## src/verilog/ptc_map.svh

```systemverilog
// register offsets, field positions, reset values and timing counts for the paired timer
`ifndef PTC_MAP_SVH
`define PTC_MAP_SVH
`define PTC_ADDR_LOW_CTRL    4'h0
`define PTC_ADDR_HIGH_CTRL   4'h1
`define PTC_ADDR_LOW_COUNT   4'h2
`define PTC_ADDR_HIGH_COUNT  4'h3
`define PTC_ADDR_LOW_PERIOD  4'h4
`define PTC_ADDR_HIGH_PERIOD 4'h5
`define PTC_ADDR_IRQ_STATUS  4'h6
`define PTC_ADDR_IRQ_MASK    4'h7
`define PTC_BIT_RUN          15
`define PTC_BIT_IDLE_HALT    13
`define PTC_BIT_GATE         6
`define PTC_BIT_PS_HI        5
`define PTC_BIT_PS_LO        4
`define PTC_BIT_JOIN         3
`define PTC_BIT_SRC          1
`define PTC_LOW_CTRL_MASK    16'hA07A
`define PTC_HIGH_CTRL_MASK   16'hA072
`define PTC_CTRL_RESET       16'h0000
`define PTC_PERIOD_RESET     16'hFFFF
`define PTC_IRQ_WIDTH        2
`define PTC_INT_CLK_DIV      2
`endif

```

## src/verilog/ptc_pkg.sv

```systemverilog
// types shared by the paired timer modules
package ptc_pkg;
  typedef logic [15:0] ptc_word_t;
  typedef enum logic [1:0] {
    PTC_PS_1   = 2'h0,
    PTC_PS_8   = 2'h1,
    PTC_PS_64  = 2'h2,
    PTC_PS_256 = 2'h3
  } ptc_prescale_t;
endpackage

```

## src/verilog/ptc_tick_if.sv

```systemverilog
// per-timer clock selection and tick bundle between top and prescaler
`timescale 1ns/100ps
interface ptc_tick_if;
  logic                   srcSel;
  logic                   gateEn;
  logic                   run;
  logic                   hold;
  ptc_pkg::ptc_prescale_t prescale;
  logic                   tick;
  modport ctrl (output srcSel, output gateEn, output run, output hold, output prescale, input tick);
  modport gen  (input srcSel, input gateEn, input run, input hold, input prescale, output tick);
endinterface

```

## src/verilog/ptc_prescaler.sv

```systemverilog
// clock source selection, gating and prescale divider for one timer
`timescale 1ns/100ps
`include "ptc_map.svh"
module ptc_prescaler
(
  // clock and reset
  input  wire logic clock,
  input  wire logic rstn,
  // sources
  input  wire logic intTick,
  input  wire logic extClock,
  input  wire logic gatePin,
  // control and tick
  ptc_tick_if.gen   tk
);
  logic       extPrev;
  logic [7:0] div;
  logic       next_extPrev;
  logic [7:0] next_div;
  logic       srcTick;
  logic       atLimit;
  logic [7:0] limit;

  always_comb
  begin
    // external source: rising edges; gating ignored then
    if (tk.srcSel)
      srcTick = extClock && !extPrev;
    else if (tk.gateEn)
      srcTick = intTick && gatePin;
    else
      srcTick = intTick;
    unique case (tk.prescale)
      ptc_pkg::PTC_PS_1:   limit = 8'h00;
      ptc_pkg::PTC_PS_8:   limit = 8'h07;
      ptc_pkg::PTC_PS_64:  limit = 8'h3F;
      ptc_pkg::PTC_PS_256: limit = 8'hFF;
    endcase
    atLimit       = (div == limit);
    next_extPrev  = extClock;
    next_div      = div;
    tk.tick       = 1'b0;
    if (!tk.run)
      next_div = 8'h00;
    else if (srcTick && !tk.hold)
    begin
      next_div = atLimit ? 8'h00 : div + 8'h01;
      tk.tick  = atLimit;
    end
  end

  always_ff @(posedge clock or negedge rstn)
  begin
    if (!rstn)
    begin
      extPrev  <= 1'b0;
      div      <= 8'h00;
    end
    else
    begin
      extPrev  <= next_extPrev;
      div      <= next_div;
    end
  end
endmodule

```

## src/verilog/ptc_paired_timer.sv

```systemverilog
// paired 16/32-bit timer with control registers, period match and interrupt
`timescale 1ns/100ps
`include "ptc_map.svh"
module ptc_paired_timer
(
  // clock and reset
  input  wire logic        clock,
  input  wire logic        rstn,
  // register port
  input  wire logic [3:0]  regAddr,
  input  wire logic [15:0] regWdata,
  input  wire logic        regWrite,
  input  wire logic        regRead,
  output logic      [15:0] regRdata,
  // pins and device state
  input  wire logic        lowExtClockPin,
  input  wire logic        highExtClockPin,
  input  wire logic        lowGatePin,
  input  wire logic        highGatePin,
  input  wire logic        idleMode,
  // events
  output logic             irq,
  output logic             adcTrigger
);
  ptc_pkg::ptc_word_t lowCtrl;
  ptc_pkg::ptc_word_t highCtrl;
  ptc_pkg::ptc_word_t lowCount;
  ptc_pkg::ptc_word_t highCount;
  ptc_pkg::ptc_word_t lowPeriod;
  ptc_pkg::ptc_word_t highPeriod;
  logic [`PTC_IRQ_WIDTH-1:0] irqStatus;
  logic [`PTC_IRQ_WIDTH-1:0] irqMask;
  logic                      intTick;
  ptc_pkg::ptc_word_t next_lowCtrl;
  ptc_pkg::ptc_word_t next_highCtrl;
  ptc_pkg::ptc_word_t next_lowCount;
  ptc_pkg::ptc_word_t next_highCount;
  ptc_pkg::ptc_word_t next_lowPeriod;
  ptc_pkg::ptc_word_t next_highPeriod;
  logic [`PTC_IRQ_WIDTH-1:0] next_irqStatus;
  logic [`PTC_IRQ_WIDTH-1:0] next_irqMask;
  logic                      next_intTick;
  ptc_pkg::ptc_word_t next_regRdata;
  logic                      next_irq;
  logic                      next_adcTrigger;
  logic                      joined;
  logic                      lowMatch;
  logic                      highMatch;
  logic                      joinMatch;
  logic [`PTC_IRQ_WIDTH-1:0] events;

  ptc_tick_if lowTk ();
  ptc_tick_if highTk ();

  // control steering: paired mode takes everything from the low register
  assign joined          = lowCtrl[`PTC_BIT_JOIN];
  assign lowTk.srcSel    = lowCtrl[`PTC_BIT_SRC];
  assign lowTk.gateEn    = lowCtrl[`PTC_BIT_GATE];
  assign lowTk.run       = lowCtrl[`PTC_BIT_RUN];
  assign lowTk.hold      = idleMode && lowCtrl[`PTC_BIT_IDLE_HALT];
  assign lowTk.prescale  = ptc_pkg::ptc_prescale_t'(lowCtrl[`PTC_BIT_PS_HI:`PTC_BIT_PS_LO]);
  assign highTk.srcSel   = highCtrl[`PTC_BIT_SRC];
  assign highTk.gateEn   = highCtrl[`PTC_BIT_GATE];
  assign highTk.run      = !joined && highCtrl[`PTC_BIT_RUN];
  assign highTk.hold     = idleMode && highCtrl[`PTC_BIT_IDLE_HALT];
  assign highTk.prescale = ptc_pkg::ptc_prescale_t'(highCtrl[`PTC_BIT_PS_HI:`PTC_BIT_PS_LO]);

  ptc_prescaler lowPs
  (
    .clock    (clock),
    .rstn     (rstn),
    .intTick  (intTick),
    .extClock (lowExtClockPin),
    .gatePin  (lowGatePin),
    .tk       (lowTk.gen)
  );

  ptc_prescaler highPs
  (
    .clock    (clock),
    .rstn     (rstn),
    .intTick  (intTick),
    .extClock (highExtClockPin),
    .gatePin  (highGatePin),
    .tk       (highTk.gen)
  );

  assign lowMatch  = (lowCount == lowPeriod);
  assign highMatch = (highCount == highPeriod);
  assign joinMatch = lowMatch && highMatch;

  always_comb
  begin
    // internal clock is the system clock divided by two
    next_intTick    = !intTick;
    next_lowCtrl    = lowCtrl;
    next_highCtrl   = highCtrl;
    next_lowCount   = lowCount;
    next_highCount  = highCount;
    next_lowPeriod  = lowPeriod;
    next_highPeriod = highPeriod;
    next_irqMask    = irqMask;
    events          = '0;
    if (joined)
    begin
      if (lowTk.tick)
      begin
        if (joinMatch)
        begin
          next_lowCount  = 16'h0000;
          next_highCount = 16'h0000;
          events[1]      = 1'b1;
        end
        else
        begin
          next_lowCount = lowCount + 16'h0001;
          if (lowCount == 16'hFFFF)
            next_highCount = highCount + 16'h0001;
        end
      end
    end
    else
    begin
      if (lowTk.tick)
      begin
        next_lowCount = lowMatch ? 16'h0000 : lowCount + 16'h0001;
        events[0]     = lowMatch;
      end
      if (highTk.tick)
      begin
        next_highCount = highMatch ? 16'h0000 : highCount + 16'h0001;
        events[1]      = highMatch;
      end
    end
    if (regWrite)
    begin
      unique case (regAddr)
        `PTC_ADDR_LOW_CTRL:    next_lowCtrl = regWdata & `PTC_LOW_CTRL_MASK;
        `PTC_ADDR_HIGH_CTRL:   next_highCtrl = regWdata & `PTC_HIGH_CTRL_MASK;
        `PTC_ADDR_LOW_COUNT:   next_lowCount = regWdata;
        `PTC_ADDR_HIGH_COUNT:  next_highCount = regWdata;
        `PTC_ADDR_LOW_PERIOD:  next_lowPeriod = regWdata;
        `PTC_ADDR_HIGH_PERIOD: next_highPeriod = regWdata;
        `PTC_ADDR_IRQ_MASK:    next_irqMask = regWdata[`PTC_IRQ_WIDTH-1:0];
        default:               next_irqMask = irqMask;
      endcase
    end
    // write-one-to-clear, a new event wins
    next_irqStatus = irqStatus;
    if (regWrite && regAddr == `PTC_ADDR_IRQ_STATUS)
      next_irqStatus = irqStatus & ~regWdata[`PTC_IRQ_WIDTH-1:0];
    next_irqStatus  = next_irqStatus | events;
    next_irq        = |(next_irqStatus & next_irqMask);
    next_adcTrigger = events[1];
    next_regRdata   = 16'h0000;
    if (regRead)
    begin
      unique case (regAddr)
        `PTC_ADDR_LOW_CTRL:    next_regRdata = lowCtrl;
        `PTC_ADDR_HIGH_CTRL:   next_regRdata = highCtrl;
        `PTC_ADDR_LOW_COUNT:   next_regRdata = lowCount;
        `PTC_ADDR_HIGH_COUNT:  next_regRdata = highCount;
        `PTC_ADDR_LOW_PERIOD:  next_regRdata = lowPeriod;
        `PTC_ADDR_HIGH_PERIOD: next_regRdata = highPeriod;
        `PTC_ADDR_IRQ_STATUS:  next_regRdata = {14'h0000, irqStatus};
        `PTC_ADDR_IRQ_MASK:    next_regRdata = {14'h0000, irqMask};
        default:               next_regRdata = 16'h0000;
      endcase
    end
  end

  always_ff @(posedge clock or negedge rstn)
  begin
    if (!rstn)
    begin
      lowCtrl    <= `PTC_CTRL_RESET;
      highCtrl   <= `PTC_CTRL_RESET;
      lowCount   <= 16'h0000;
      highCount  <= 16'h0000;
      lowPeriod  <= `PTC_PERIOD_RESET;
      highPeriod <= `PTC_PERIOD_RESET;
      irqStatus  <= '0;
      irqMask    <= '0;
      intTick    <= 1'b0;
      regRdata   <= 16'h0000;
      irq        <= 1'b0;
      adcTrigger <= 1'b0;
    end
    else
    begin
      lowCtrl    <= next_lowCtrl;
      highCtrl   <= next_highCtrl;
      lowCount   <= next_lowCount;
      highCount  <= next_highCount;
      lowPeriod  <= next_lowPeriod;
      highPeriod <= next_highPeriod;
      irqStatus  <= next_irqStatus;
      irqMask    <= next_irqMask;
      intTick    <= next_intTick;
      regRdata   <= next_regRdata;
      irq        <= next_irq;
      adcTrigger <= next_adcTrigger;
    end
  end
endmodule

```

## config.mk

```make
export PLATFORM = sky130hd
export DESIGN_NAME = ptc_paired_timer
export DESIGN_NICKNAME = d
export VERILOG_FILES = /design/src/verilog/ptc_pkg.sv /design/src/verilog/ptc_tick_if.sv /design/src/verilog/ptc_prescaler.sv /design/src/verilog/ptc_paired_timer.sv
export VERILOG_INCLUDE_DIRS = /design/src /design/src/verilog
export SDC_FILE = /design/constraint.sdc
export NUM_CORES = 1
export LEC_CHECK = 0
export BUFFER_PORTS_ARGS = -buffer_cell sky130_fd_sc_hd__buf_2
export CAP_MARGIN = 20
export CORE_ASPECT_RATIO = 1.4
export CORE_MARGIN = 1.5
export CORE_UTILIZATION = 50
export DETAILED_ROUTE_END_ITERATION = 7
export PLACE_DENSITY = 0.77
export SLEW_MARGIN = 20
export SYNTH_ARGS = -nofsm -noshare
export SYNTH_HDL_FRONTEND = slang
export SYNTH_SLANG_ARGS = --single-unit
```

## constraint.sdc

```tcl
create_clock -name clock -period 3.2 [get_ports clock]
set_input_delay 0.48 -clock clock [delete_from_list [all_inputs] [get_ports clock]]
set_output_delay 0.48 -clock clock [all_outputs]
set_load 0.05 [all_outputs]
```

# Word level (Yosys, flattened, before mapping)
# Index checks and enable logic that the tools add are counted.
dict set report totals {
  ff_bits 118
  inputBits 29
  output_inout_bits 18
}
dict set report op_classes {
  addsub 4
  n_eq_ne 20
  mux 42
  bitwise 4
  reduce_logical 25
}
# op n
set op_table {}
lappend op_table {{2-to-1 mux 16 bit} 16}
lappend op_table {{case mux 16 bit (8 select lines)} 1}
lappend op_table {{case mux 8 bit (4 select lines)} 2}
lappend op_table {{2-to-1 mux 8 bit} 6}
lappend op_table {{adder 16 x 1 -> 16 bit, second input constant} 2}
lappend op_table {{== test 16 bit} 2}
lappend op_table {{adder 8 x 1 -> 8 bit, second input constant} 2}
lappend op_table {{== test 16 bit, second input constant} 1}
lappend op_table {{== test 4 x 3 -> 1 bit, second input constant} 4}
lappend op_table {{== test 8 bit} 2}
lappend op_table {{2-to-1 mux 1 bit} 14}
lappend op_table {{logical AND 1 bit} 11}
lappend op_table {{== test 2 bit, second input constant} 4}
lappend op_table {{== test 4 x 2 -> 1 bit, second input constant} 2}
lappend op_table {{AND reduction 2 bit} 4}
lappend op_table {{zero test 1 bit} 6}
lappend op_table {{2-to-1 mux 2 bit} 3}
lappend op_table {{AND 2 bit} 2}
lappend op_table {{== test 2 x 1 -> 1 bit, second input constant} 2}
lappend op_table {{== test 4 x 1 -> 1 bit, second input constant} 1}
lappend op_table {{zero test 2 bit} 2}
lappend op_table {{zero test 4 bit} 1}
lappend op_table {{inequality test 2 x 1 -> 1 bit, second input constant} 1}
lappend op_table {{inequality test 2 bit, second input constant} 1}
lappend op_table {{3 further kinds} 3}

# Depth between registers and ports, before layout
# Gate-level depths: netlist of the first run.
dict set report depth {
  depth_word 11
  depth_mapped 9
  mapped_depth_nobuf 7
}

# Modules after synthesis
# Synthesis of the first run repeated with hierarchy kept, for this count alone.
dict set report unflattened {
  cells_unflattened 735
  hier_area_um2 7333.3
}
# mod instances cells_per_inst area_each_um2 seq_area_each_um2
set modules_own_cells {}
lappend modules_own_cells {ptc_paired_timer 1 611 6144.6 2542.4}
lappend modules_own_cells {ptc_prescaler 2 62 594.3 225.2}

# Least setup slack after synthesis of the first run
# OpenSTA, ideal clock, no wires.
dict set report synth_path {
  path_kind {input to register}
  from {input regAddr[2]}
  to {register highCount[14]}
  arrival_time_ps 2042
  path_slack_ps 1064
  stages 9
  cell_sequence {buf_2 -> nor2_1 -> and3_1 -> buf_2 -> nand2_1 -> nand2_1 -> clkbuf_1 -> a31oi_1 -> a211oi_1}
}
dict set report synth_via {
  elab_chain_len 3
}
# element line_no
set synth_lines {}
lappend synth_lines {{from (decl)} ptc_paired_timer.sv:10} ;# input wire logic [3:0] regAddr,
lappend synth_lines {{== test 4 x 2 -> 1 bit} ptc_paired_timer.sv:137} ;# unique case (regAddr)
lappend synth_lines {{2-to-1 mux 16 bit} ptc_paired_timer.sv:137}
lappend synth_lines {{2-to-1 mux 16 bit} ptc_paired_timer.sv:135} ;# if (regWrite)
lappend synth_lines {{via next_highCount[14]} ptc_paired_timer.sv:37} ;# ptc_pkg::ptc_word_t next_highCount;
lappend synth_lines {{to (signal assigned)} ptc_paired_timer.sv:194} ;# highCount <= next_highCount;
lappend synth_lines {{to (decl)} ptc_paired_timer.sv:28} ;# ptc_pkg::ptc_word_t highCount;
# The timed path passes the listed nets, and every way through them passes these cells.
# A chain may end at the register's enable or synchronous reset.

# Worst setup path in the final report of the first run
dict set report layout_path {
  from {register lowPs.div[2]}
  to {register lowCount[12]}
}
dict set report layout_via {
  elab_chain_len 7
  word_cells_on_any_way 8
  cone_classes {eq/ne: 1; mux: 7}
}
# element line_no
set layout_lines {}
lappend layout_lines {{from (decl)} ptc_prescaler.sv:17} ;# logic [7:0] div;
lappend layout_lines {{from (signal assigned)} ptc_prescaler.sv:62} ;# div <= next_div;
lappend layout_lines {{== test 8 bit (*)} ptc_prescaler.sv:39} ;# atLimit = (div == limit);
lappend layout_lines {{2-to-1 mux 1 bit (*)} ptc_prescaler.sv:45} ;# else if (srcTick && !tk.hold)
lappend layout_lines {{2-to-1 mux 1 bit (*)} ptc_prescaler.sv:43} ;# if (!tk.run)
lappend layout_lines {{2-to-1 mux 16 bit (on tied branches)} {ptc_paired_timer.sv:124, ptc_paired_timer.sv:106}}
lappend layout_lines {{2-to-1 mux 16 bit (*)} ptc_paired_timer.sv:104} ;# if (joined)
lappend layout_lines {{2-to-1 mux 16 bit} ptc_paired_timer.sv:137}
lappend layout_lines {{2-to-1 mux 16 bit (*)} ptc_paired_timer.sv:135}
lappend layout_lines {{via next_lowCount[12]} ptc_paired_timer.sv:36} ;# ptc_pkg::ptc_word_t next_lowCount;
lappend layout_lines {{to (signal assigned)} ptc_paired_timer.sv:193} ;# lowCount <= next_lowCount;
lappend layout_lines {{to (decl)} ptc_paired_timer.sv:27} ;# ptc_pkg::ptc_word_t lowCount;
# Mark *: on every way through the listed nets, which the timed path passes. The rest lies on a longest branch.

==> metrics.log, run 1 <==
[metrics] DP Area: 0.00755 mm²
[metrics] type of the worst setup path: reg -> reg
[metrics] area added between synthesis and finish: 13.0%
[metrics] Cells after Synth: between 700 and 800
[metrics] worst slew pin tran: around 1000 ps
[metrics] Synth top area share: 0.300
[metrics] Power per Cell Area: around 720 mW/mm²
[metrics] kind of end point of the critical path: flop
[metrics] Fmax achieved: about 360 MHz
[metrics] Initial DRC Count: between 600 and 700
[metrics] kind of start point of the critical path: flop
[metrics] Skew-Pair Late Insertion Delay: approximately 420 ps
[metrics] post-synthesis register bit count: 118
[metrics] average wire per cell in the routed design: 22.0 µm
[metrics] uppermost metal layer occupied by signal nets: met4
[metrics] clk sink count: 118
[metrics] hold buffer count at CTS: 0
[metrics] Die Width: between 100 and 150 µm
[metrics] vias in the first global route: about 6500
[metrics] RSZ-0062 raised after global routing: no
[metrics] Clock Skews: 10.3 ps
[metrics] floorplan die height: about 140 µm
[metrics] mean number of vias per cell: ~6.7
[metrics] sequential fraction of the synthesis area: 0.417
[metrics] Post-Route WL: 21500 µm
[metrics] antenna viol nets, final: 0
[metrics] number of H-tree branching levels: 4
[metrics] number of buffers inserted to repair setup after CTS: 0
[metrics] total I/O pin count: 47
[metrics] starting density of the core: 0.514
[metrics] top cells by area in the synthesized netlist: sky130_fd_sc_hd__dfrtp_1, sky130_fd_sc_hd__dfstp_2, sky130_fd_sc_hd__mux2_2, sky130_fd_sc_hd__xnor2_1, sky130_fd_sc_hd__a22oi_1
[metrics] final design utilization: 0.581
[metrics] largest net degree at the start of global routing: just under 70
[metrics] routed length on met2: 10600 µm
[metrics] final layout net count: slightly above 800
[metrics] final-layout setup total negative slack: 0 ps
[metrics] Worst EP required: between 3000 and 4000 ps
[metrics] number of unique standard cell types used by synthesis: 70
[metrics] headroom to the max-slew limit: 0.339
[metrics] critical path's largest stage delay: ~860 ps
[metrics] max-cap violations: 0
[metrics] overflow left after global routing: 0
[metrics] overall power: 5.82 mW
[metrics] DIE AREA: 0.0151 mm²
[metrics] number of iterations in the first detailed-routing pass: 8
[metrics] CTS Buf Count: 17
[metrics] run status: complete, no violations
[metrics] maximum vdd drop: ~0.38 mV
[metrics] pins over their slew limit: 0
[metrics] post-detailed-route DRC marker count: 0
[metrics] Ys Warns: 0
[metrics] slowest stage cell, crit path: sky130_fd_sc_hd__o31ai_1
[metrics] CTS Buffer Depth: 2
[metrics] number of antenna violations at the first check in global routing: 0
[metrics] antenna diode instance count: 0
[metrics] EDFF count, synth: 0
[metrics] Met1 Wirelength: about 8200 µm
[metrics] Port-buffer cells: 46
[metrics] net count after synthesis: around 780
[metrics] area inside the core boundary: approximately 0.014 mm²
[metrics] Detail Route met3 WL: roughly 1400 µm
[metrics] number of failing setup endpoints in the final timing report: 0
[metrics] number of non-filler instances in the completed layout: 976
[metrics] series of cell instances along the critical path: and3_4 -> nand3_4 -> o31ai_1 -> nand2b_1 -> o21ai_2 -> o21ai_0
[metrics] async set or reset register ratio after synthesis: 1.00
[metrics] cell type with the largest total area after synthesis: sky130_fd_sc_hd__dfrtp_1
[metrics] worst-path fanout max: 10
[metrics] total track usage: 0.297
[metrics] total via count in the routed design: 6513
[metrics] arrival time at the worst endpoint: slightly above 3000 ps
[metrics] leakage power figure: around 3.1 nW
[metrics] row count: a little over 50
[metrics] Final Hold Violating Endpoints: 0
[metrics] fraction of final layout cells with drive strength greater than 1: 0.247
[metrics] period utilisation layout: 0.865
[metrics] Final Instance Area: just over 0.008 mm²
[metrics] Tmin final: roughly 2800 ps
[metrics] number of instances in the placed design: 944
[metrics] dominant register cell in the synthesized netlist: sky130_fd_sc_hd__dfrtp_1
[metrics] Syn Std Cell Area: slightly above 0.007 mm²
[metrics] HPWL Detailed: ~15000 µm
[metrics] average footprint of a synthesized cell: 9.60 µm²
[metrics] post-cts resize count: 0
[metrics] first-pass GRT wire length: about 35000 µm
[metrics] CTS Root Buffer Type: sky130_fd_sc_hd__clkbuf_16
[metrics] clock slew at reported path FFs: roughly 60 ps
[metrics] worst min path class: in -> async
[metrics] TritonCTS clock tree: yes
[metrics] weighted congestion reported at the end of routability-driven placement: 0.996
where the power goes:
part | switching (mW) | total (mW) | internal, mW
Sequential | 0.462 | 2.29 | 1.83
Clock | 0.762 | 1.85 | 1.08
Combinational | 0.973 | 1.68 | 0.707
Total | 2.20 | 5.82 | 3.62
synth_stat cells, types with 3 or more instances:
cell                        instances
sky130_fd_sc_hd__dfrtp_1           86
sky130_fd_sc_hd__nor2_1            53
sky130_fd_sc_hd__nand2_1           49
sky130_fd_sc_hd__mux2_2            47
sky130_fd_sc_hd__a21oi_1           44
sky130_fd_sc_hd__o21ai_0           44
sky130_fd_sc_hd__xnor2_1           42
sky130_fd_sc_hd__a22oi_1           34
sky130_fd_sc_hd__dfstp_2           32
sky130_fd_sc_hd__buf_2             24
sky130_fd_sc_hd__clkbuf_1          21
sky130_fd_sc_hd__nand3_1           19
sky130_fd_sc_hd__a211oi_1          16
sky130_fd_sc_hd__a221oi_1          16
sky130_fd_sc_hd__and3_1            16
sky130_fd_sc_hd__nand4_1           16
sky130_fd_sc_hd__a31oi_1           15
sky130_fd_sc_hd__nor4_1            15
sky130_fd_sc_hd__o211ai_1          14
sky130_fd_sc_hd__and2_1            11
sky130_fd_sc_hd__nor2b_1           11
sky130_fd_sc_hd__a21boi_0           9
sky130_fd_sc_hd__nor3_1             9
sky130_fd_sc_hd__nand2b_1           8
sky130_fd_sc_hd__nand3b_1           7
sky130_fd_sc_hd__a2bb2oi_1          6
sky130_fd_sc_hd__nor4b_1            6
sky130_fd_sc_hd__a22o_1             5
sky130_fd_sc_hd__clkbuf_2           5
sky130_fd_sc_hd__inv_1              5
sky130_fd_sc_hd__a21o_1             4
sky130_fd_sc_hd__ha_1               4
sky130_fd_sc_hd__mux2i_1            3
sky130_fd_sc_hd__o31ai_1            3
sky130_fd_sc_hd__or3b_2             3
sky130_fd_sc_hd__or4_1              3
final timing paths:
kind                       depth (start not counted)              to       startpoint  slack, ps
min in group clock                                 1  highPs.extPrev  highExtClockPin        170
max in group asynchronous                          2    lowPeriod[8]             rstn       2240
setup / recovery                                   6    lowCount[12]     lowPs.div[2]        430
setup reg to reg                                   6    lowCount[12]     lowPs.div[2]        430
hold / removal                                     1    lowPs.div[2]             rstn        110
hold reg to reg                                    1         intTick          intTick        450
layout make-up:
type	instances	area, µm²
Clock inverter	15	146
Timing Repair Buffer	67	403
Fill cell	1172	5850
Tap cell	185	231
Sequential cell	118	2990
Inverter	5	18.8
Clock buffer	17	425
Multi-Input combinational cell	569	3900
flip-flops by register name (all words and copies together), names as in the netlist:
name / cells
highCtrl: 6
highPeriod: 16
highPs.extPrev: 1
highCount: 16
lowCtrl: 7
irqStatus: 2
lowPeriod: 16
regRdata: 16
lowPs.div: 8
lowPs.extPrev: 1
highPs.div: 8
lowCount: 16
adcTrigger: 1
irq: 1
irqMask: 2
intTick: 1
metrics by stage:
| step | hold slack (ps) | setup WS (ps) |
|---|---|---|
| after floorplan | 184 | 1060 |
| after global placement | 439 | 545 |
| after detailed placement | 442 | 484 |
| after CTS | 131 | 492 |
| after global routing | 149 | 184 |
| final | 109 | 431 |
metal layers:
layer,track usage,vias up
li1,-,2878
met1,0.347,3218
met3,0.0542,86
met5,0,-
met4,0.187,0
met2,0.506,331
critical path, delay by kind of cell, from the launching register on:
family / cells / cell delay, ps
AND/OR/NAND/NOR: 3 / 680
flip-flops: 1 / 410
AO/OA/AOI/OAI: 3 / 1510
kinds of logic (layout without fill, tap and decap cells):
group	Yosys count	count (layout)	synth area share
adders and majority gates	4	4	0.00697
muxes	50	50	0.0779
DFF	118	118	0.417
buffers and inverters	61	104	0.0401
AOI/OAI and AO/OA	227	227	0.215
xor gates and xnor gates	43	43	0.0524
and+or+nand+nor	245	245	0.191
cell usage in the layout, fill, tap and decap left out, types with 3 or more instances in the layout:
cell type	Yosys	layout
sky130_fd_sc_hd__xnor2_1	42	42
sky130_fd_sc_hd__a22oi_1	34	34
sky130_fd_sc_hd__mux2i_1	3	3
sky130_fd_sc_hd__o211ai_1	14	14
sky130_fd_sc_hd__inv_1	5	5
sky130_fd_sc_hd__a21boi_0	9	9
sky130_fd_sc_hd__nor2b_1	11	11
sky130_fd_sc_hd__nor3_1	9	9
sky130_fd_sc_hd__dfstp_2	32	32
sky130_fd_sc_hd__nor4b_1	6	6
sky130_fd_sc_hd__a31oi_1	15	15
sky130_fd_sc_hd__or3b_2	3	3
sky130_fd_sc_hd__a221oi_1	16	16
sky130_fd_sc_hd__a211oi_1	16	16
sky130_fd_sc_hd__nand3_1	19	19
sky130_fd_sc_hd__buf_4	2	21
sky130_fd_sc_hd__ha_1	4	4
sky130_fd_sc_hd__nand2b_1	8	8
sky130_fd_sc_hd__clkbuf_16	0	17
sky130_fd_sc_hd__nand2_1	49	49
sky130_fd_sc_hd__inv_6	0	5
sky130_fd_sc_hd__a21o_1	4	4
sky130_fd_sc_hd__dfrtp_1	86	86
sky130_fd_sc_hd__mux2_2	47	47
sky130_fd_sc_hd__nand4_1	16	16
sky130_fd_sc_hd__nand3b_1	7	7
sky130_fd_sc_hd__a21oi_1	44	44
sky130_fd_sc_hd__a22o_1	5	5
sky130_fd_sc_hd__nor4_1	15	15
sky130_fd_sc_hd__a2bb2oi_1	6	6
sky130_fd_sc_hd__and2_1	11	11
sky130_fd_sc_hd__and3_1	16	16
sky130_fd_sc_hd__o21ai_0	44	44
sky130_fd_sc_hd__buf_2	24	45
sky130_fd_sc_hd__o31ai_1	3	3
sky130_fd_sc_hd__or4_1	3	3
sky130_fd_sc_hd__nor2_1	53	53
sky130_fd_sc_hd__clkinv_4	0	6
Power figures use the tool's default switching activity.
==> run 2, diff against run 1 <==
--- a/config.mk
+++ b/config.mk
@@ -8,7 +8,7 @@
 export LEC_CHECK = 0
 export BUFFER_PORTS_ARGS = -buffer_cell sky130_fd_sc_hd__buf_2
 export CAP_MARGIN = 20
-export CORE_ASPECT_RATIO = 1.4
+export CORE_ASPECT_RATIO = 1.1
 export CORE_MARGIN = 1.5
 export CORE_UTILIZATION = 50
 export DETAILED_ROUTE_END_ITERATION = 7
==> constraint.sdc (replaced) <==
create_clock -name clock -period 3.2 [get_ports clock]
set_input_delay 0 -clock clock [delete_from_list [all_inputs] [get_ports clock]]
set_output_delay 0 -clock clock [all_outputs]
set_load 0.05 [all_outputs]
==> run 2 against run 1 <==
  * Sequential cell count unchanged
  * Global-route usage rose by 0.069 points
  * Clock skew barely moved
  * Sequential share of layout area fell by 0.87 points
  * Clock power about the same
  * Utilization increased by 1.7 points
  * Maximum frequency grew 1.3%
  * Combinational power is essentially flat
  * Via count is 2.7% higher
  * Critical path depth rose by 1
  * Sequential power about the same
  * Count of clock-buffer cells in the layout increased by 3
  * Critical path type unchanged
==> metrics.log, run 2 (synthesized netlist as in run 1, its figures left out) <==
[metrics] CTS Root Buffer Type: sky130_fd_sc_hd__clkbuf_16
[metrics] leakage power figure: 3.21 nW (+2.1%)
[metrics] DP Area: 0.00754 mm² (about the same)
[metrics] Final Instance Area: 0.00832 mm² (+2.4%)
[metrics] maximum vdd drop: 0.436 mV (+13%)
[metrics] number of iterations in the first detailed-routing pass: 8 (unchanged)
[metrics] Die Width: 117 µm (+12%)
[metrics] weighted congestion reported at the end of routability-driven placement: 0.956 (-4.0%)
[metrics] area of combinational cells with multiple inputs: 0.00390 mm² (unchanged)
[metrics] number of antenna violations at the first check in global routing: 0 (unchanged)
[metrics] starting density of the core: 0.517 (+0.00250)
[metrics] final-layout setup total negative slack: 0 ps (unchanged)
[metrics] largest net degree at the start of global routing: 64 (-7.2%)
[metrics] leading cell types in the layout, fill and taps excluded: sky130_fd_sc_hd__dfrtp_1, sky130_fd_sc_hd__nor2_1, sky130_fd_sc_hd__nand2_1
[metrics] Port-buffer cells: 46 (unchanged)
[metrics] startpoint of the most critical register-to-register path: lowPs.div[2]
[metrics] clock slew at reported path FFs: 60 ps (about the same)
[metrics] most used routing layer: met2
[metrics] first-pass GRT wire length: 34300 µm (-0.94%)
[metrics] met2 layer usage reported by global route: 0.473 (-0.0329)
[metrics] stages on the worst setup path: 7 (+1)
[metrics] total via count in the routed design: 6691 (+2.7%)
[metrics] Clock Skews: 10.3 ps (+0.0775 ps)
[metrics] CTS Buf Count: 17 (unchanged)
[metrics] number of instances in the placed design: 944 (unchanged)
[metrics] RSZ-0062 raised after global routing: no
[metrics] Hold Path Stages: 4
[metrics] post-detailed-route DRC marker count: 0 (unchanged)
[metrics] number of failing setup endpoints in the final timing report: 0 (unchanged)
[metrics] kind of end point of the critical path: flop
[metrics] type of the worst setup path: reg -> reg
[metrics] Tmin final: 2730 ps (-34.7 ps)
[metrics] Initial DRC Count: 941 (+53%)
[metrics] row count: 45 (-12%)
[metrics] cells on worst reg2reg path: 7 (+1)
[metrics] worst-path fanout max: 23 (+13)
[metrics] average wire per cell in the routed design: 21.8 µm (-1.0%)
[metrics] worst min path class: in -> reg
[metrics] Final Hold Violating Endpoints: 0 (unchanged)
[metrics] overflow left after global routing: 0 (unchanged)
[metrics] clk sink count: 118 (unchanged)
[metrics] run status: complete, no violations
[metrics] antenna viol nets, final: 0 (unchanged)
[metrics] total track usage: 0.297 (+0.000692)
[metrics] critical path's largest stage delay: 860 ps (about the same)
[metrics] mean number of vias per cell: 6.72 (+0.67%)
[metrics] antenna diode instance count: 0 (unchanged)
[metrics] Fmax achieved: 366 MHz (+1.3%)
[metrics] most common cell after layout, fill and taps aside: sky130_fd_sc_hd__dfrtp_1
[metrics] number of buffer and inverter stages on the critical path: 1 (+1)
[metrics] worst slew pin tran: 988 ps (+4.63 ps)
[metrics] slowest stage cell, crit path: sky130_fd_sc_hd__o31ai_1
[metrics] area added between synthesis and finish: 15.8%
[metrics] register-to-register path setup slack: 470 ps (+30 ps)
[metrics] headroom to the max-slew limit: 0.336 (-0.00311)
[metrics] fraction of final layout cells with drive strength greater than 1: 0.235 (-0.0114)
[metrics] final design utilization: 0.598 (+0.0169)
[metrics] DIE AREA: 0.0151 mm² (about the same)
[metrics] Filler Cell Count: 1116 (-4.8%)
[metrics] terminus of the critical flop-to-flop path: lowCount[9]
[metrics] floorplan die height: 129 µm (-11%)
[metrics] Worst EP required: 3470 ps (about the same)
[metrics] pins over their slew limit: 0 (unchanged)
[metrics] period utilisation layout: 0.855 (-0.0109)
[metrics] routing usage on met1: 0.385 (+0.0383)
[metrics] series of cell instances along the critical path: and3_4 -> nand3_4 -> o31ai_1 -> nand2b_1 -> buf_4 -> o21ai_2 -> o21ai_0
[metrics] HPWL Detailed: 14600 µm (-3.7%)
[metrics] GR Util met3: 0.0650 (+0.0108)
[metrics] Hold Crit Endpoint: regRdata[4]
[metrics] kind of start point of the critical path: flop
[metrics] total I/O pin count: 47 (unchanged)
[metrics] area inside the core boundary: 0.0139 mm² (-0.48%)
[metrics] register area: 0.00299 mm² (unchanged)
[metrics] arrival time at the worst endpoint: 3010 ps (-20 ps)
[metrics] TritonCTS clock tree: yes
[metrics] CTS Buffer Depth: 2 (unchanged)
[metrics] Hold Crit Start: regAddr[2]
[metrics] number of non-filler instances in the completed layout: 996 (+2.0%)
[metrics] number of H-tree branching levels: 4 (unchanged)
[metrics] delay-heaviest family, CP: compound AO/OA/AOI/OAI gates
[metrics] max-cap violations: 0 (unchanged)
[metrics] Skew-Pair Late Insertion Delay: 420 ps (about the same)
[metrics] Post-Route WL: 21700 µm (+1.0%)
[metrics] final layout net count: 828 (+2.1%)
[metrics] vias in the first global route: 6503 (+0.25%)
[metrics] Power per Cell Area: 702 mW/mm² (-2.0%)
==> run 2: how the worst max path moves through the flow <==
| stage | slack (ps) | endpoint | startpoint |
|---|---|---|---|
| final | 470 | lowCount[9] | lowPs.div[2] |
| after global routing | 320 | highCount[15] | highCtrl[4] |
| after CTS | 560 | lowCount[9] | lowPs.div[2] |
| after detailed placement | 580 | highCount[0] | highCtrl[4] |
| after global placement | 700 | highCount[0] | highCtrl[4] |
| after floorplan | 1090 | highCount[0] | highPeriod[10] |
==> run 2: metal layers <==
| metal | vias to the layer above | share of wire |
|---|---|---|
| met3 | 78 | 0.078 |
| met2 | 405 | 0.48 |
| met4 | 0 | 0.038 |
| met5 | - | 0 |
| met1 | 3294 | 0.40 |
| li1 | 2914 | - |
==> run 2: through the flow <==
stage / total power, mW / hold slack (ps) / setup slack, ps
6_report: 5.84 / 49.1 / 465
5_1_grt: 6.08 / 86.0 / 323
4_1_cts: 5.79 / 28.5 / 563
3_5_place_dp: 3.90 / 94.3 / 575
3_3_place_gp: 3.82 / 85.0 / 702
2_1_floorplan: 3.42 / -296 / 1090
==> run 2: worst reg2reg max path: cells and delay by family, from the launching register on <==
family,cells,cell delay (ps)
compound gates,3,1440
buf+inv,1,270
flops,1,420
simple gates,3,450
==> run 2: area by class of cell <==
cell class | instances | share of cell area
Timing Repair Buffer | 84 | 0.0713
Clock inverter | 12 | 0.0153
Sequential cell | 118 | 0.360
Multi-Input combinational cell | 569 | 0.469
Clock buffer | 20 | 0.0537
Tap cell | 188 | 0.0283
Inverter | 5 | 0.00226
==> run 2: what timing repair did <==
action	in CTS	in global routing
hold buffers	20	0
setup buffers	0	0
resized for setup	0	0
endpoints found under the hold margin	112	0
==> run 2: power breakdown <==
part | internal (mW) | total [mW] | switching [mW] | leakage (nW)
sequential | 1.83 | 2.30 | 0.473 | 1.39
clock | 1.16 | 1.86 | 0.698 | 0.272
combinational | 0.725 | 1.68 | 0.953 | 1.55
==> run 3, diff against run 2 <==
==> constraint.sdc (replaced) <==
create_clock -name clock -period 3.2 [get_ports clock]
set_input_delay 0.32 -clock clock [delete_from_list [all_inputs] [get_ports clock]]
set_output_delay 0.32 -clock clock [all_outputs]
set_load 0.05 [all_outputs]
==> run 3 against run 2 <==
  * Via count decreased by 0.72%
  * Final area is 2.1% lower
  * Total power shrank 0.71%
  * Count of clock-buffer cells in the layout rose by 2
  * Global-route usage about the same
  * Final cell count down 1.6%
==> metrics.log, run 3 (synthesized netlist as in run 1, its figures left out) <==
[metrics] run status: complete, no violations
[metrics] average wire per cell in the routed design: 21.9 µm (+0.50%)
[metrics] kind of end point of the critical path: flop
[metrics] worst min path class: in -> reg
[metrics] leakage power figure: 3.16 nW (-1.8%)
[metrics] type of the worst setup path: reg -> reg
[metrics] number of buffers inserted to repair setup after CTS: 0 (unchanged)
[metrics] number of instances in the placed design: 947 (+0.32%)
[metrics] DIE AREA: 0.0151 mm² (unchanged)
[metrics] weighted congestion reported at the end of routability-driven placement: 0.944 (-1.3%)
[metrics] period utilisation layout: 0.823 (-0.0314)
[metrics] post-cts resize count: 0 (unchanged)
[metrics] arrival time at the worst endpoint: 2910 ps (-100 ps)
[metrics] Clock Skews: 6.76 ps (-3.59 ps)
[metrics] largest net degree at the start of global routing: 52 (-19%)
[metrics] area added between synthesis and finish: 13.4%
[metrics] Tmin final: 2630 ps (-101 ps)
[metrics] number of buffer and inverter stages on the critical path: 0 (-1)
[metrics] CTS Buf Count: 17 (unchanged)
[metrics] floorplan die height: 129 µm (unchanged)
[metrics] post-detailed-route DRC marker count: 0 (unchanged)
[metrics] Final Hold Violating Endpoints: 0 (unchanged)
[metrics] CTS Root Buffer Type: sky130_fd_sc_hd__clkbuf_16
[metrics] total track usage: 0.297 (about the same)
[metrics] number of non-filler instances in the completed layout: 980 (-1.6%)
[metrics] clock slew at reported path FFs: 50 ps (about the same)
[metrics] leading cell types in the layout, fill and taps excluded: sky130_fd_sc_hd__dfrtp_1, sky130_fd_sc_hd__nor2_1, sky130_fd_sc_hd__nand2_1
[metrics] terminus of the critical flop-to-flop path: lowCount[5]
[metrics] vias in the first global route: 6449 (-0.83%)
[metrics] Skew-Pair Late Insertion Delay: 420 ps (about the same)
[metrics] final-layout setup total negative slack: 0 ps (unchanged)
[metrics] number of iterations in the first detailed-routing pass: 6 (-2)
[metrics] antenna diode instance count: 0 (unchanged)
[metrics] stages on the worst setup path: 6 (-1)
[metrics] row count: 45 (unchanged)
[metrics] RSZ-0062 raised after global routing: no
[metrics] overall power: 5.80 mW (-0.71%)
[metrics] fraction of final layout cells with drive strength greater than 1: 0.242 (+0.00728)
[metrics] worst slew pin tran: 881 ps (-107 ps)
[metrics] slowest stage cell, crit path: sky130_fd_sc_hd__nor4_4
[metrics] Post-Place Setup Slack: 667 ps (+91.5 ps)
[metrics] startpoint of the most critical register-to-register path: lowCount[1]
[metrics] max-cap violations: 0 (unchanged)
[metrics] starting density of the core: 0.517 (unchanged)
[metrics] maximum vdd drop: 0.449 mV (+2.9%)
[metrics] Post-Route WL: 21400 µm (-1.1%)
[metrics] Fmax achieved: 380 MHz (+3.8%)
[metrics] mean number of vias per cell: 6.78 (+0.90%)
[metrics] Power per Cell Area: 712 mW/mm² (+1.4%)
[metrics] worst hold margin: 26.3 ps (-22.8 ps)
[metrics] kind of start point of the critical path: flop
[metrics] final layout net count: 812 (-1.9%)
[metrics] hold buffer count at CTS: 1 (-95%)
[metrics] area of combinational cells with multiple inputs: 0.00390 mm² (unchanged)
[metrics] pins over their slew limit: 0 (unchanged)
[metrics] number of failing setup endpoints in the final timing report: 0 (unchanged)
[metrics] critical path's largest stage delay: 520 ps (-340 ps)
[metrics] final worst-path setup slack: 566 ps (+101 ps)
[metrics] CTS Buffer Depth: 2 (unchanged)
[metrics] number of antenna violations at the first check in global routing: 0 (unchanged)
[metrics] Hold Path Stages: 1 (-3)
[metrics] most common cell after layout, fill and taps aside: sky130_fd_sc_hd__dfrtp_1
[metrics] Hold Crit Start: highExtClockPin
[metrics] clk sink count: 118 (unchanged)
[metrics] worst-path fanout max: 10 (-57%)
[metrics] delay-heaviest family, CP: compound AO/OA/AOI/OAI gates
[metrics] register-to-register path setup slack: 570 ps (+100 ps)
[metrics] Worst EP required: 3470 ps (about the same)
[metrics] area inside the core boundary: 0.0139 mm² (unchanged)
[metrics] Filler Cell Count: 1165 (+4.4%)
[metrics] Initial DRC Count: 977 (+3.8%)
[metrics] TritonCTS clock tree: yes
[metrics] Hold Crit Endpoint: highPs.extPrev
[metrics] Port-buffer cells: 46 (unchanged)
[metrics] overflow left after global routing: 0 (unchanged)
[metrics] antenna viol nets, final: 0 (unchanged)
[metrics] first-pass GRT wire length: 34300 µm (+0.20%)
[metrics] number of H-tree branching levels: 4 (unchanged)
[metrics] HPWL Detailed: 14900 µm (+2.2%)
[metrics] Die Width: 117 µm (unchanged)
[metrics] series of cell instances along the critical path: xnor2_1 -> nand4_1 -> nor4_4 -> o21ai_1 -> o21ai_2 -> o21ai_0
[metrics] register area: 0.00299 mm² (unchanged)
[metrics] headroom to the max-slew limit: 0.407 (+0.0717)
[metrics] total I/O pin count: 47 (unchanged)
[metrics] cells on worst reg2reg path: 6 (-1)
[metrics] total via count in the routed design: 6643 (-0.72%)
-- run 3: per-stage QoR --
stage          utilization  area [µm²]
6_report             0.586        8140
5_1_grt              0.586        8140
4_1_cts              0.586        8140
3_5_place_dp         0.544        7560
3_3_place_gp         0.544        7560
2_1_floorplan            -        7180
-- run 3: power breakdown --
| part | leakage [nW] | switching [mW] | total, mW | internal (mW) |
|---|---|---|---|---|
| logic | 1.49 | 0.944 | 1.66 | 0.714 |
| registers | 1.39 | 0.462 | 2.29 | 1.83 |
| clock network | 0.279 | 0.671 | 1.85 | 1.18 |
| total | 3.16 | 2.08 | 5.80 | 3.72 |
-- run 3: worst max path at each step --
stage	startpoint	to	slack [ps]
5_1_grt	lowPs.div[2]	lowCount[6]	430
2_1_floorplan	highPeriod[10]	highCount[0]	1090
6_report	lowCount[1]	lowCount[5]	570
3_3_place_gp	lowCount[1]	highCount[4]	750
3_5_place_dp	highCtrl[4]	highCount[0]	670
4_1_cts	highCtrl[4]	highCount[0]	670
-- run 3: final cells by class --
cell class | count | share of cell area
multi-input cells | 569 | 0.479
clock buffers | 22 | 0.0570
well taps | 188 | 0.0289
repair buffers | 68 | 0.0522
flip-flops and latches | 118 | 0.367
inverters | 5 | 0.00230
clock inverters | 10 | 0.0129
-- run 3: routing by layer --
layer | wire length (µm) | up-vias | GRT usage | part of all wire
li1 | - | 2885 | - | -
met1 | 8240 | 3226 | 0.387 | 0.38
met2 | 10300 | 430 | 0.474 | 0.48
met3 | 1890 | 102 | 0.0523 | 0.088
met4 | 995 | 0 | 0.154 | 0.046
met5 | 0 | - | 0 | 0
